### src/rtl/acr_pkg.sv
// Constants, types and register map of the converter control and result block
`default_nettype none
package acr_pkg;
   // ***************************************************
   // Register map
   // ***************************************************
   localparam logic [7:0] ACR_OFS_CTRL_A  = 8'h40;
   localparam logic [7:0] ACR_OFS_CTRL_B  = 8'h41;
   localparam logic [7:0] ACR_OFS_VBAT_H  = 8'h42;
   localparam logic [7:0] ACR_OFS_VBAT_L  = 8'h43;
   localparam logic [7:0] ACR_OFS_THERM_H = 8'h44;
   localparam logic [7:0] ACR_OFS_THERM_L = 8'h45;
   localparam logic [7:0] ACR_OFS_ICHG_H  = 8'h46;
   localparam logic [7:0] ACR_OFS_ICHG_L  = 8'h47;
   localparam logic [7:0] ACR_RST_CTRL_A  = 8'h02;
   localparam logic [7:0] ACR_RST_CTRL_B  = 8'h40;
   localparam logic [7:0] ACR_UNMAPPED    = 8'h00;
   // ***************************************************
   // Field positions
   // ***************************************************
   localparam int ACR_RATE_MSB = 7;
   localparam int ACR_RATE_LSB = 6;
   localparam int ACR_TRIG_BIT = 5;
   localparam int ACR_TIME_MSB = 4;
   localparam int ACR_TIME_LSB = 3;
   // ***************************************************
   // Timing
   // ***************************************************
   localparam int ACR_CLK_HZ     = 40_000_000;
   localparam int ACR_CONV_MS    = 24;
   localparam int ACR_TICK_MS    = 3;
   localparam int ACR_TICK_CYC   = ACR_CLK_HZ / 1000 * ACR_TICK_MS;
   localparam int ACR_SEC_TICKS  = 1000 / ACR_TICK_MS + 1;
   localparam int ACR_MIN_SECS   = 60;
   // ***************************************************
   // Types
   // ***************************************************
   typedef enum logic [1:0] {
      ACR_RATE_MANUAL = 2'b00,
      ACR_RATE_CONT   = 2'b01,
      ACR_RATE_SEC    = 2'b10,
      ACR_RATE_MIN    = 2'b11
   } acr_rate_e;
   typedef enum logic [1:0] {
      ACR_ST_IDLE = 2'b00,
      ACR_ST_CONV = 2'b01,
      ACR_ST_DONE = 2'b10
   } acr_state_e;
   typedef struct packed {
      logic [15:0] vbat;
      logic [15:0] therm;
      logic [15:0] ichg;
   } acr_sample_s;
   typedef struct packed {
      logic       wr;
      logic       rd;
      logic [7:0] addr;
      logic [7:0] wdata;
   } acr_req_s;
endpackage
`default_nettype wire

### src/rtl/acr_result_mem.sv
// Result store holding one 16-bit sample per channel, read data registered
`default_nettype none
module acr_result_mem
   import acr_pkg::*;
#(
   parameter int DEPTH = 8
) (
   // Clock and reset
   input  wire logic        clk,
   input  wire logic        reset_n,
   // Write side
   input  wire logic        wr_en,
   input  wire acr_sample_s wr_data,
   // Read side
   input  wire logic [7:0]  rd_addr,
   output var  logic [7:0]  rd_data
);
   // Elaboration check: six result bytes must fit
   if (DEPTH < 6) begin : g_bad_depth
      $error("acr_result_mem: depth too small");
   end
   logic [7:0] mem_q [DEPTH];

   // Capture all bytes of a sample in the same cycle
   always_ff @(posedge clk) begin
      if (wr_en) begin
         mem_q[0] <= wr_data.vbat[15:8];
         mem_q[1] <= wr_data.vbat[7:0];
         mem_q[2] <= wr_data.therm[15:8];
         mem_q[3] <= wr_data.therm[7:0];
         mem_q[4] <= wr_data.ichg[15:8];
         mem_q[5] <= wr_data.ichg[7:0];
      end
   end

   // Registered read port, index is offset above battery high byte
   always_ff @(posedge clk) begin
      if (!reset_n) begin
         rd_data <= ACR_UNMAPPED;
      end else if (rd_addr >= ACR_OFS_VBAT_H && rd_addr <= ACR_OFS_ICHG_L) begin
         rd_data <= mem_q[3'(rd_addr - ACR_OFS_VBAT_H)];
      end else begin
         rd_data <= ACR_UNMAPPED;
      end
   end
endmodule
`default_nettype wire

### src/rtl/acr_top.sv
// Converter control registers, scheduler and result register file
`default_nettype none
module acr_top
   import acr_pkg::*;
#(
   parameter int TICK_CYC = ACR_TICK_CYC
) (
   // Clock and reset
   input  wire logic        clk,
   input  wire logic        reset_n,
   // Register port from the serial control logic
   input  wire acr_req_s    req,
   output var  logic [7:0]  rdata,
   // Converter data path
   input  wire logic        battery_only_operation,
   input  wire acr_sample_s sample,
   output var  logic        conv_busy,
   output var  logic [2:0]  alarm1_channel_select,
   output var  logic [2:0]  alarm2_channel_select,
   output var  logic [2:0]  alarm3_channel_select
);
   // Elaboration check: the tick divider needs a positive period
   if (TICK_CYC < 1) begin : g_bad_tick
      $error("acr_top: tick period must be positive");
   end

   // ***************************************************
   // Control registers
   // ***************************************************
   logic [7:0] ctrl_a_q;
   logic [7:0] ctrl_b_q;
   logic       done_q;
   logic       batt_s1_q;
   logic       batt_q;

   // Control A with self-clearing trigger; a same-cycle host write wins so a new trigger is not lost
   always_ff @(posedge clk) begin
      if (!reset_n) begin
         ctrl_a_q <= ACR_RST_CTRL_A;
      end else begin
         if (done_q) begin
            ctrl_a_q[ACR_TRIG_BIT] <= 1'b0;
         end
         if (req.wr && req.addr == ACR_OFS_CTRL_A) begin
            ctrl_a_q <= req.wdata;
         end
      end
   end

   // Control B, reserved low bits kept read-write
   always_ff @(posedge clk) begin
      if (!reset_n) begin
         ctrl_b_q <= ACR_RST_CTRL_B;
      end else if (req.wr && req.addr == ACR_OFS_CTRL_B) begin
         ctrl_b_q <= req.wdata;
      end
   end

   // Mode pin synchroniser; resets to battery-only so nothing starts before the pin is seen
   always_ff @(posedge clk) begin
      if (!reset_n) begin
         batt_s1_q <= 1'b1;
         batt_q    <= 1'b1;
      end else begin
         batt_s1_q <= battery_only_operation;
         batt_q    <= batt_s1_q;
      end
   end

   // Alarm channel outputs
   always_ff @(posedge clk) begin
      if (!reset_n) begin
         alarm1_channel_select <= ACR_RST_CTRL_A[2:0];
         alarm2_channel_select <= ACR_RST_CTRL_B[7:5];
         alarm3_channel_select <= ACR_RST_CTRL_B[4:2];
      end else begin
         alarm1_channel_select <= ctrl_a_q[2:0];
         alarm2_channel_select <= ctrl_b_q[7:5];
         alarm3_channel_select <= ctrl_b_q[4:2];
      end
   end

   // ***************************************************
   // Time base: 3 ms ticks, seconds, minutes
   // ***************************************************
   logic [$clog2(TICK_CYC+1)-1:0] div_q;
   logic [8:0] tick_cnt_q;
   logic [5:0] sec_cnt_q;
   logic       tick_q;
   logic       sec_q;
   logic       min_q;

   always_ff @(posedge clk) begin
      if (!reset_n) begin
         div_q  <= '0;
         tick_q <= 1'b0;
      end else begin
         tick_q <= (32'(div_q) == TICK_CYC - 1);
         div_q  <= (32'(div_q) == TICK_CYC - 1) ? '0 : div_q + 1'b1;
      end
   end

   always_ff @(posedge clk) begin
      if (!reset_n) begin
         tick_cnt_q <= '0;
         sec_cnt_q  <= '0;
         sec_q      <= 1'b0;
         min_q      <= 1'b0;
      end else begin
         sec_q <= 1'b0;
         min_q <= 1'b0;
         if (tick_q) begin
            if (32'(tick_cnt_q) == ACR_SEC_TICKS - 1) begin
               tick_cnt_q <= '0;
               sec_q      <= 1'b1;
               if (32'(sec_cnt_q) == ACR_MIN_SECS - 1) begin
                  sec_cnt_q <= '0;
                  min_q     <= 1'b1;
               end else begin
                  sec_cnt_q <= sec_cnt_q + 1'b1;
               end
            end else begin
               tick_cnt_q <= tick_cnt_q + 1'b1;
            end
         end
      end
   end

   // ***************************************************
   // Conversion scheduler
   // ***************************************************
   function automatic logic [3:0] conv_ticks(input logic [1:0] sel);
      conv_ticks = 4'(ACR_CONV_MS / ACR_TICK_MS) >> sel; // 8,4,2,1 ticks
   endfunction

   acr_state_e state_q;
   logic [3:0] ticks_left_q;
   logic       start_ok;
   acr_rate_e  rate;

   always_comb begin
      rate = acr_rate_e'(ctrl_a_q[ACR_RATE_MSB:ACR_RATE_LSB]);
      if (!batt_q) begin
         start_ok = 1'b1; // Adapter present: convert continuously
      end else begin
         case (rate)
            ACR_RATE_MANUAL: start_ok = ctrl_a_q[ACR_TRIG_BIT];
            ACR_RATE_CONT:   start_ok = 1'b1;
            ACR_RATE_SEC:    start_ok = sec_q;
            ACR_RATE_MIN:    start_ok = min_q;
            default:         start_ok = 1'b0;
         endcase
      end
      if (ctrl_a_q[ACR_TRIG_BIT]) begin
         start_ok = 1'b1; // A manual request is always honoured
      end
   end

   always_ff @(posedge clk) begin
      if (!reset_n) begin
         state_q      <= ACR_ST_IDLE;
         ticks_left_q <= '0;
         done_q       <= 1'b0;
      end else begin
         done_q <= 1'b0;
         case (state_q)
            ACR_ST_IDLE: begin
               if (start_ok) begin
                  state_q      <= ACR_ST_CONV;
                  ticks_left_q <= conv_ticks(ctrl_a_q[ACR_TIME_MSB:ACR_TIME_LSB]);
               end
            end
            ACR_ST_CONV: begin
               if (tick_q) begin
                  // One extra tick absorbs the partial first tick, so a conversion never runs short
                  if (ticks_left_q == 4'h0) begin
                     state_q <= ACR_ST_DONE;
                     done_q  <= 1'b1;
                  end else begin
                     ticks_left_q <= ticks_left_q - 1'b1;
                  end
               end
            end
            ACR_ST_DONE: state_q <= ACR_ST_IDLE;
            default:     state_q <= ACR_ST_IDLE;
         endcase
      end
   end

   always_ff @(posedge clk) begin
      if (!reset_n) begin
         conv_busy <= 1'b0;
      end else begin
         conv_busy <= (state_q == ACR_ST_CONV);
      end
   end

   // ***************************************************
   // Read path
   // ***************************************************
   logic [7:0] res_rdata;
   logic [1:0] rsel_q;

   acr_result_mem #(.DEPTH(8)) u_mem (
      .clk     (clk),
      .reset_n (reset_n),
      .wr_en   (done_q),
      .wr_data (sample),
      .rd_addr (req.addr),
      .rd_data (res_rdata)
   );

   // Select between control bytes and result store
   always_ff @(posedge clk) begin
      if (!reset_n) begin
         rsel_q <= 2'h0;
      end else begin
         rsel_q <= (req.addr == ACR_OFS_CTRL_A) ? 2'h1 : (req.addr == ACR_OFS_CTRL_B) ? 2'h2 : 2'h0;
      end
   end

   // Output register: answer stands two cycles after the address
   always_ff @(posedge clk) begin
      if (!reset_n) begin
         rdata <= ACR_UNMAPPED;
      end else begin
         case (rsel_q)
            2'h1:    rdata <= ctrl_a_q;
            2'h2:    rdata <= ctrl_b_q;
            default: rdata <= res_rdata;
         endcase
      end
   end

   // ***************************************************
   // Checks
   // ***************************************************
   property p_trig_clear;
      @(posedge clk) disable iff (!reset_n)
      (done_q && !(req.wr && req.addr == ACR_OFS_CTRL_A && req.wdata[ACR_TRIG_BIT])) |=> !ctrl_a_q[ACR_TRIG_BIT];
   endproperty
   a_trig_clear: assert property (p_trig_clear) else $error("trigger not cleared");

   property p_manual_idle;
      @(posedge clk) disable iff (!reset_n)
      (state_q == ACR_ST_IDLE && batt_q && rate == ACR_RATE_MANUAL && !ctrl_a_q[ACR_TRIG_BIT])
         |=> state_q == ACR_ST_IDLE;
   endproperty
   a_manual_idle: assert property (p_manual_idle) else $error("manual mode started unasked");

   property p_reset_a;
      @(posedge clk) !reset_n |=> ctrl_a_q == ACR_RST_CTRL_A && ctrl_b_q == ACR_RST_CTRL_B;
   endproperty
   a_reset_a: assert property (p_reset_a) else $error("bad control reset");

   property p_wr_b;
      @(posedge clk) disable iff (!reset_n)
      (req.wr && req.addr == ACR_OFS_CTRL_B) |=> ##1 alarm2_channel_select == $past(req.wdata[7:5], 2);
   endproperty
   a_wr_b: assert property (p_wr_b) else $error("alarm 2 select not updated");

   property p_wr_a_alarm1;
      @(posedge clk) disable iff (!reset_n)
      (req.wr && req.addr == ACR_OFS_CTRL_A) |=> ##1 alarm1_channel_select == $past(req.wdata[2:0], 2);
   endproperty
   a_wr_a_alarm1: assert property (p_wr_a_alarm1) else $error("alarm 1 select not updated");

   property p_ctrl_b_hold;
      @(posedge clk) disable iff (!reset_n)
      !(req.wr && req.addr == ACR_OFS_CTRL_B) |=> $stable(ctrl_b_q);
   endproperty
   a_ctrl_b_hold: assert property (p_ctrl_b_hold) else $error("control B changed without a write");
endmodule
`default_nettype wire

### config.mk
export PLATFORM = sky130hd
export DESIGN_NAME = acr_top
export DESIGN_NICKNAME = d
export VERILOG_FILES = /design/src/rtl/acr_pkg.sv /design/src/rtl/acr_result_mem.sv /design/src/rtl/acr_top.sv
export SDC_FILE = /design/constraint.sdc
export NUM_CORES = 1
export LEC_CHECK = 0
export BUFFER_PORTS_ARGS = -buffer_cell sky130_fd_sc_hd__buf_2
export CORE_MARGIN = 5
export CORE_UTILIZATION = 60
export CTS_BUF_LIST = sky130_fd_sc_hd__clkbuf_4 sky130_fd_sc_hd__clkbuf_8
export CTS_CLUSTER_DIAMETER = 40
export DETAILED_ROUTE_END_ITERATION = 10
export PLACE_DENSITY = 0.95
export SYNTH_ARGS = -nofsm -noshare
export SYNTH_HDL_FRONTEND = slang
export SYNTH_SLANG_ARGS = --single-unit
export TNS_END_PERCENT = 30
### constraint.sdc
create_clock -name clk -period 3.7 [get_ports clk]
set_input_delay 0.925 -clock clk [delete_from_list [all_inputs] [get_ports clk]]
set_output_delay 0.925 -clock clk [all_outputs]
set_load 0.005 [all_outputs]
# Word level (Yosys, flattened, before mapping)
# Memories as Yosys holds them, arrays and structs flattened. A register that Yosys moved wholly into a read port is not among the register bits.
# Cells that the tools add are included.
# totals
inputBits	69
register_bits	80
latch_bits	0
rom_bits	0
output_inout_bits	18
ram_bits	64
n_memories	1
# classes
n_shift	1
n_reduce_logical	18
add_sub_neg	5
multipliers	0
n_mux	23
div_mod_pow	0
n_eq_ne	15
magnitude_cmp	2
bitwise_logic	1
# memory_table
memory	words	width	read_ports	rd_ports_with_merged_regs	wr	line	source
u_mem.mem_q	8	8	1	1	6	acr_result_mem.sv:22	logic [7:0] mem_q [DEPTH];
# op_table
cell	n
17-bit by 1-bit adder with 17-bit output (second input constant)	1
17-bit equality test (second input constant)	1
8-bit by 7-bit equality test with 1-bit output (second input constant)	2
8-bit one-hot mux with 2 select lines	1
4-bit two-way mux	3
6-bit two-way mux	2
9-bit by 1-bit adder with 9-bit output (second input constant)	1
9-bit equality test (second input constant)	1
1-bit two-way mux	9
9-bit two-way mux	1
3-bit AND reduction	3
8-bit by 7-bit greater-or-equal comparator with 1-bit output (second input constant)	1
8-bit by 7-bit <= comparator with 1-bit output (second input constant)	1
2-bit two-way mux	4
2-bit != test (second input constant)	4
4-bit one-hot mux with 2 select lines	1
6-bit by 1-bit adder with 6-bit output (second input constant)	1
2-bit by 1-bit equality test with 1-bit output (second input constant)	3
2-bit equality test (second input constant)	3
6-bit equality test (second input constant)	1
2-bit AND reduction	3
2-bit zero test	2
4-bit zero test	1
1-bit one-hot mux with 4 select lines	1
other kinds (10)	14

# Longest topological paths before layout
# depth
word_depth	6
ltp_mapped	7
mapped_depth_nobuf	6

# Modules after synthesis
# From an unflattened synthesis, not the netlist that was laid out.
# unflattened
hier_cells	481
hier_area_um2	5395.2
# by_module_without_submodules
module	cells_per_inst	area_each_um2	seq_area_each_um2	n_inst
acr_top	374	3300.7	1601.5	1
acr_result_mem	107	2094.5	1601.5	1

# Least setup slack after synthesis
# No wires, ideal clock.
# synth_path
path_type	input to register
startpoint	in req[11] (netlist name)
endpoint	reg ctrl_b_q[6]
required_time_ns	3.575
stages	5
path_slack_ns	1.159
setup_ns	0.125
path_buffers	1
arrival_time_ns	2.416
path_cell_list	or4b_1 > or4b_1 > buf_2 > mux2i_1 > nand2_1
# synth_via
elab_chain_cells	2
# synth_rtl
item	line	source
start, declared	acr_top.sv:12	input wire acr_req_s req,
8-bit by 7-bit equality test with 1-bit output	acr_top.sv:54	end else if (req.wr && req.addr == ACR_OFS_CTRL_B) begin
1-bit logical AND	acr_top.sv:54	
end signal, assigned	acr_top.sv:55	ctrl_b_q <= req.wdata;
end, declared	acr_top.sv:31	logic [7:0] ctrl_b_q;
# No other way between the ends.
# A chain may end at the register's enable or synchronous reset.

# Worst setup path after layout
# layout_path
startpoint	in req[11] (netlist name)
endpoint	reg ctrl_b_q[7]
# Same word-level chain as after synthesis.

==> results.toml <==
[drt]
wl_met3_um = 860
highest_layer = "met4"
dr_wl_met2_um = 6170
wl_met1_um = 4370
post_drt_wl_per_cell_um = 17.8
drt_iter0_drc = 227
post-route-drc-count = 0
drt_first_pass_iters = 6
vias = 3843
wl_um = 11800
vias_per_cell = 5.81
antenna_left = 0

[worst_setup_path]
cp-end-kind = "register"
cpPeakStageDelay_ns = 0.83
start_kind = "input pin"
crit_family = "simple AND/OR/NAND/NOR gates"
arrival_ns = 2.81
cp_num_buf_inv = 1
crit_path_top_delay_cell = "or4b_1"
cp_cell_sequence = "buf_2 > or4b_1 > or4b_1 > mux2i_1 > nor2_1"
cpMostUsedCell = "or4b_1"
crit_fanout = 8
cp_data_required_time_ns = 4.00
path_class = "input pin to register"

[sta]
worst_pin_slew_ns = 1.11
max_freq_mhz = 397
period_minus_slack_ns = 2.52
fin_hold_ws_ns = 0.420
fin_worst_skew_ns = 0.0120
tns_ns = 0
setup_viol = 0
rsz0062_at_grt = "no"
report.final.hold_viol_count = 0
relSlewSlack_pct = 25.8
drv_slew = 0
worst_slack_ns = 1.18
post-route-period-util_pct = 68.0

[global_routing]
grt_pass1_vias = 3913
antenna_found_initial = 1
grtUsageTotal_pct = 21.3
grt_max_degree = 50
grt_pass1_wl_um = 18400
overflow = 0

[power_and_ir_drop]
p_sw_mw = 0.670
p_seq_share_pct = 55.2
cellPowerDensity_mw_per_mm2 = 458
clkPwrFrac_pct = 40.2
pwr-share-comb_pct = 4.6
netSwitchingFraction_pct = 23.8
peakVddDrop_uv = 433
totalPowerFinal_mw = 2.82
internal_power_mw = 2.15
cellLeakagePower_nw = 2.33

[synth]
syn-num-nets = 526
synth_flop_cell = "dfxtp_1"
synth_cell_type_count = 51
synth_most_common_cell = "dfxtp_1"
synth_cells = 450
synthTopCellsByCount = "dfxtp_1 (88), nor2_1 (69), edfxtp_1 (48)"
yosysWarnings = 0
yosysSeqAreaShare_pct = 60.5
netlist.area_leader.share_pct = 33.3
synth_enable_flop_cells = 48
syn_avg_cell_area_um2 = 11.8
synth_area_mm2 = 0.00529
synth-seq-cells = 136
yosys-top-cells-area = "dfxtp_1 (33%), edfxtp_1 (27%), nor2_1 (4.9%)"
ys_async_sr_fraction_pct = 0
synth_top_cell_by_area = "dfxtp_1"

[finish]
syn2layout_area_growth_pct = 16.4
utilization_pct = 71.0
nNetsFinal = 614
drive_gt1_share_pct = 24.9
design_area_mm2 = 0.00616
final_cells = 661

[floorplanning]
row_count = 34
die_x_um = 104
initial_utilization_pct = 61.0
core_area_mm2 = 0.00868
die-area_mm2 = 0.0108
fp.dieH_um = 104
ios = 87

[cts]
cts_buffers = 17
ctsHoldBuffers = 0
insertion_delay_ns = 0.44
htree_levels = 4
clk_pin_slew_ns = 0.08
cts_root_buf = "clkbuf_8"
cts_tree = "yes"
cts.path.max_buffers = 2
post_cts_buffers = 0
cts.sinks = 136
cts_resized = 0

[placement]
dp.cells = 627
place_area_mm2 = 0.00579
dp_hpwl_um = 7940
gp_congestion = 0.811
post-place-ws_ns = 0.768
portBuffers = 85

[hold_path]
hold_path.class = "register to register"

[run]
drv_cap = 0

[status]
outcome = "complete, no violations"
-- layout by cell type, fill, tap and decap left out, types with 7 or more instances in the layout --
master / Yosys / routed
mux2i_1: 24 / 24
xor2_1: 8 / 8
nor2_1: 69 / 69
nand3_1: 7 / 7
xnor2_1: 15 / 15
nor3_1: 7 / 7
dfxtp_1: 88 / 87
buf_2: 3 / 85
mux4_2: 8 / 8
or3_1: 7 / 7
a22oi_1: 8 / 8
and2_1: 10 / 10
ha_1: 7 / 7
clkbuf_8: 0 / 17
edfxtp_1: 48 / 48
nand2_1: 24 / 24
inv_1: 10 / 10
a21oi_1: 18 / 18
a211oi_1: 11 / 11
-- final timing paths --
check,startpoint,endpoint,slack (ns),cells after the start
worst max register to register,div_q[0]$_SDFF_PP0_,div_q[7]$_SDFF_PP0_,1.34,5
worst min register to register,batt_s1_q$_SDFF_PN1_,batt_q$_SDFF_PN1_,0.42,1
worst min-delay path,batt_s1_q$_SDFF_PN1_,batt_q$_SDFF_PN1_,0.42,1
worst max-delay path,req[11],ctrl_b_q[7]$_SDFFE_PN0P_,1.18,5
-- worst register-to-register path, stage by stage (launching register included) --
cell and delay, ns:
dfxtp_1 0.37, ha_1 0.23, nand2_1 0.16, or3_4 0.43, o41ai_4 0.88, nor2_1 0.14
-- per-layer routing --
layer	up-vias	GRT usage [%]
met3	41	6.83
met2	177	37.0
li1	1799	-
met4	0	10.5
met5	-	0
met1	1826	23.4
-- power groups by stage --
stage | Combinational (mW) | Sequential, mW | Clock [mW]
after floorplan | 0.0672 | 1.59 | 0
after global placement | 0.115 | 1.59 | 0
after detailed placement | 0.126 | 1.59 | 0
after CTS | 0.128 | 1.56 | 1.14
after global routing | 0.141 | 1.56 | 1.20
final | 0.130 | 1.56 | 1.13
-- sequential cells by signal (all words and copies together) (netlist names), 2 cells and up --
name                   count
u_mem.mem_q               48
ctrl_b_q                   8
state_q                    2
rdata                      8
ticks_left_q               4
u_mem.rd_data              8
sec_cnt_q                  6
alarm2_channel_select      3
alarm1_channel_select      3
rsel_q                     2
ctrl_a_q                   8
div_q                     17
alarm3_channel_select      3
tick_cnt_q                 9
-- kinds of logic after synthesis --
family / Yosys count / share of synthesized area (%)
AO/OA/AOI/OAI: 57 / 7.61
XOR/XNOR: 23 / 3.81
adder cells (fa/ha/maj): 7 / 1.66
buffers and inverters: 27 / 2.06
flip-flops: 136 / 60.5
multiplexers: 32 / 7.95
AND/OR/NAND/NOR: 168 / 16.4
-- cell type report --
class	count	area, um2
Sequential cell	136	3200
Fill cell	608	2520
Multi-Input combinational cell	287	1980
Timing Repair Buffer	86	433
Clock buffer	18	241
Tap cell	108	135
Clock inverter	14	124
Inverter	10	37.5
Antenna cell	2	5.00
No activity file was read; power rests on OpenSTA's default activity.
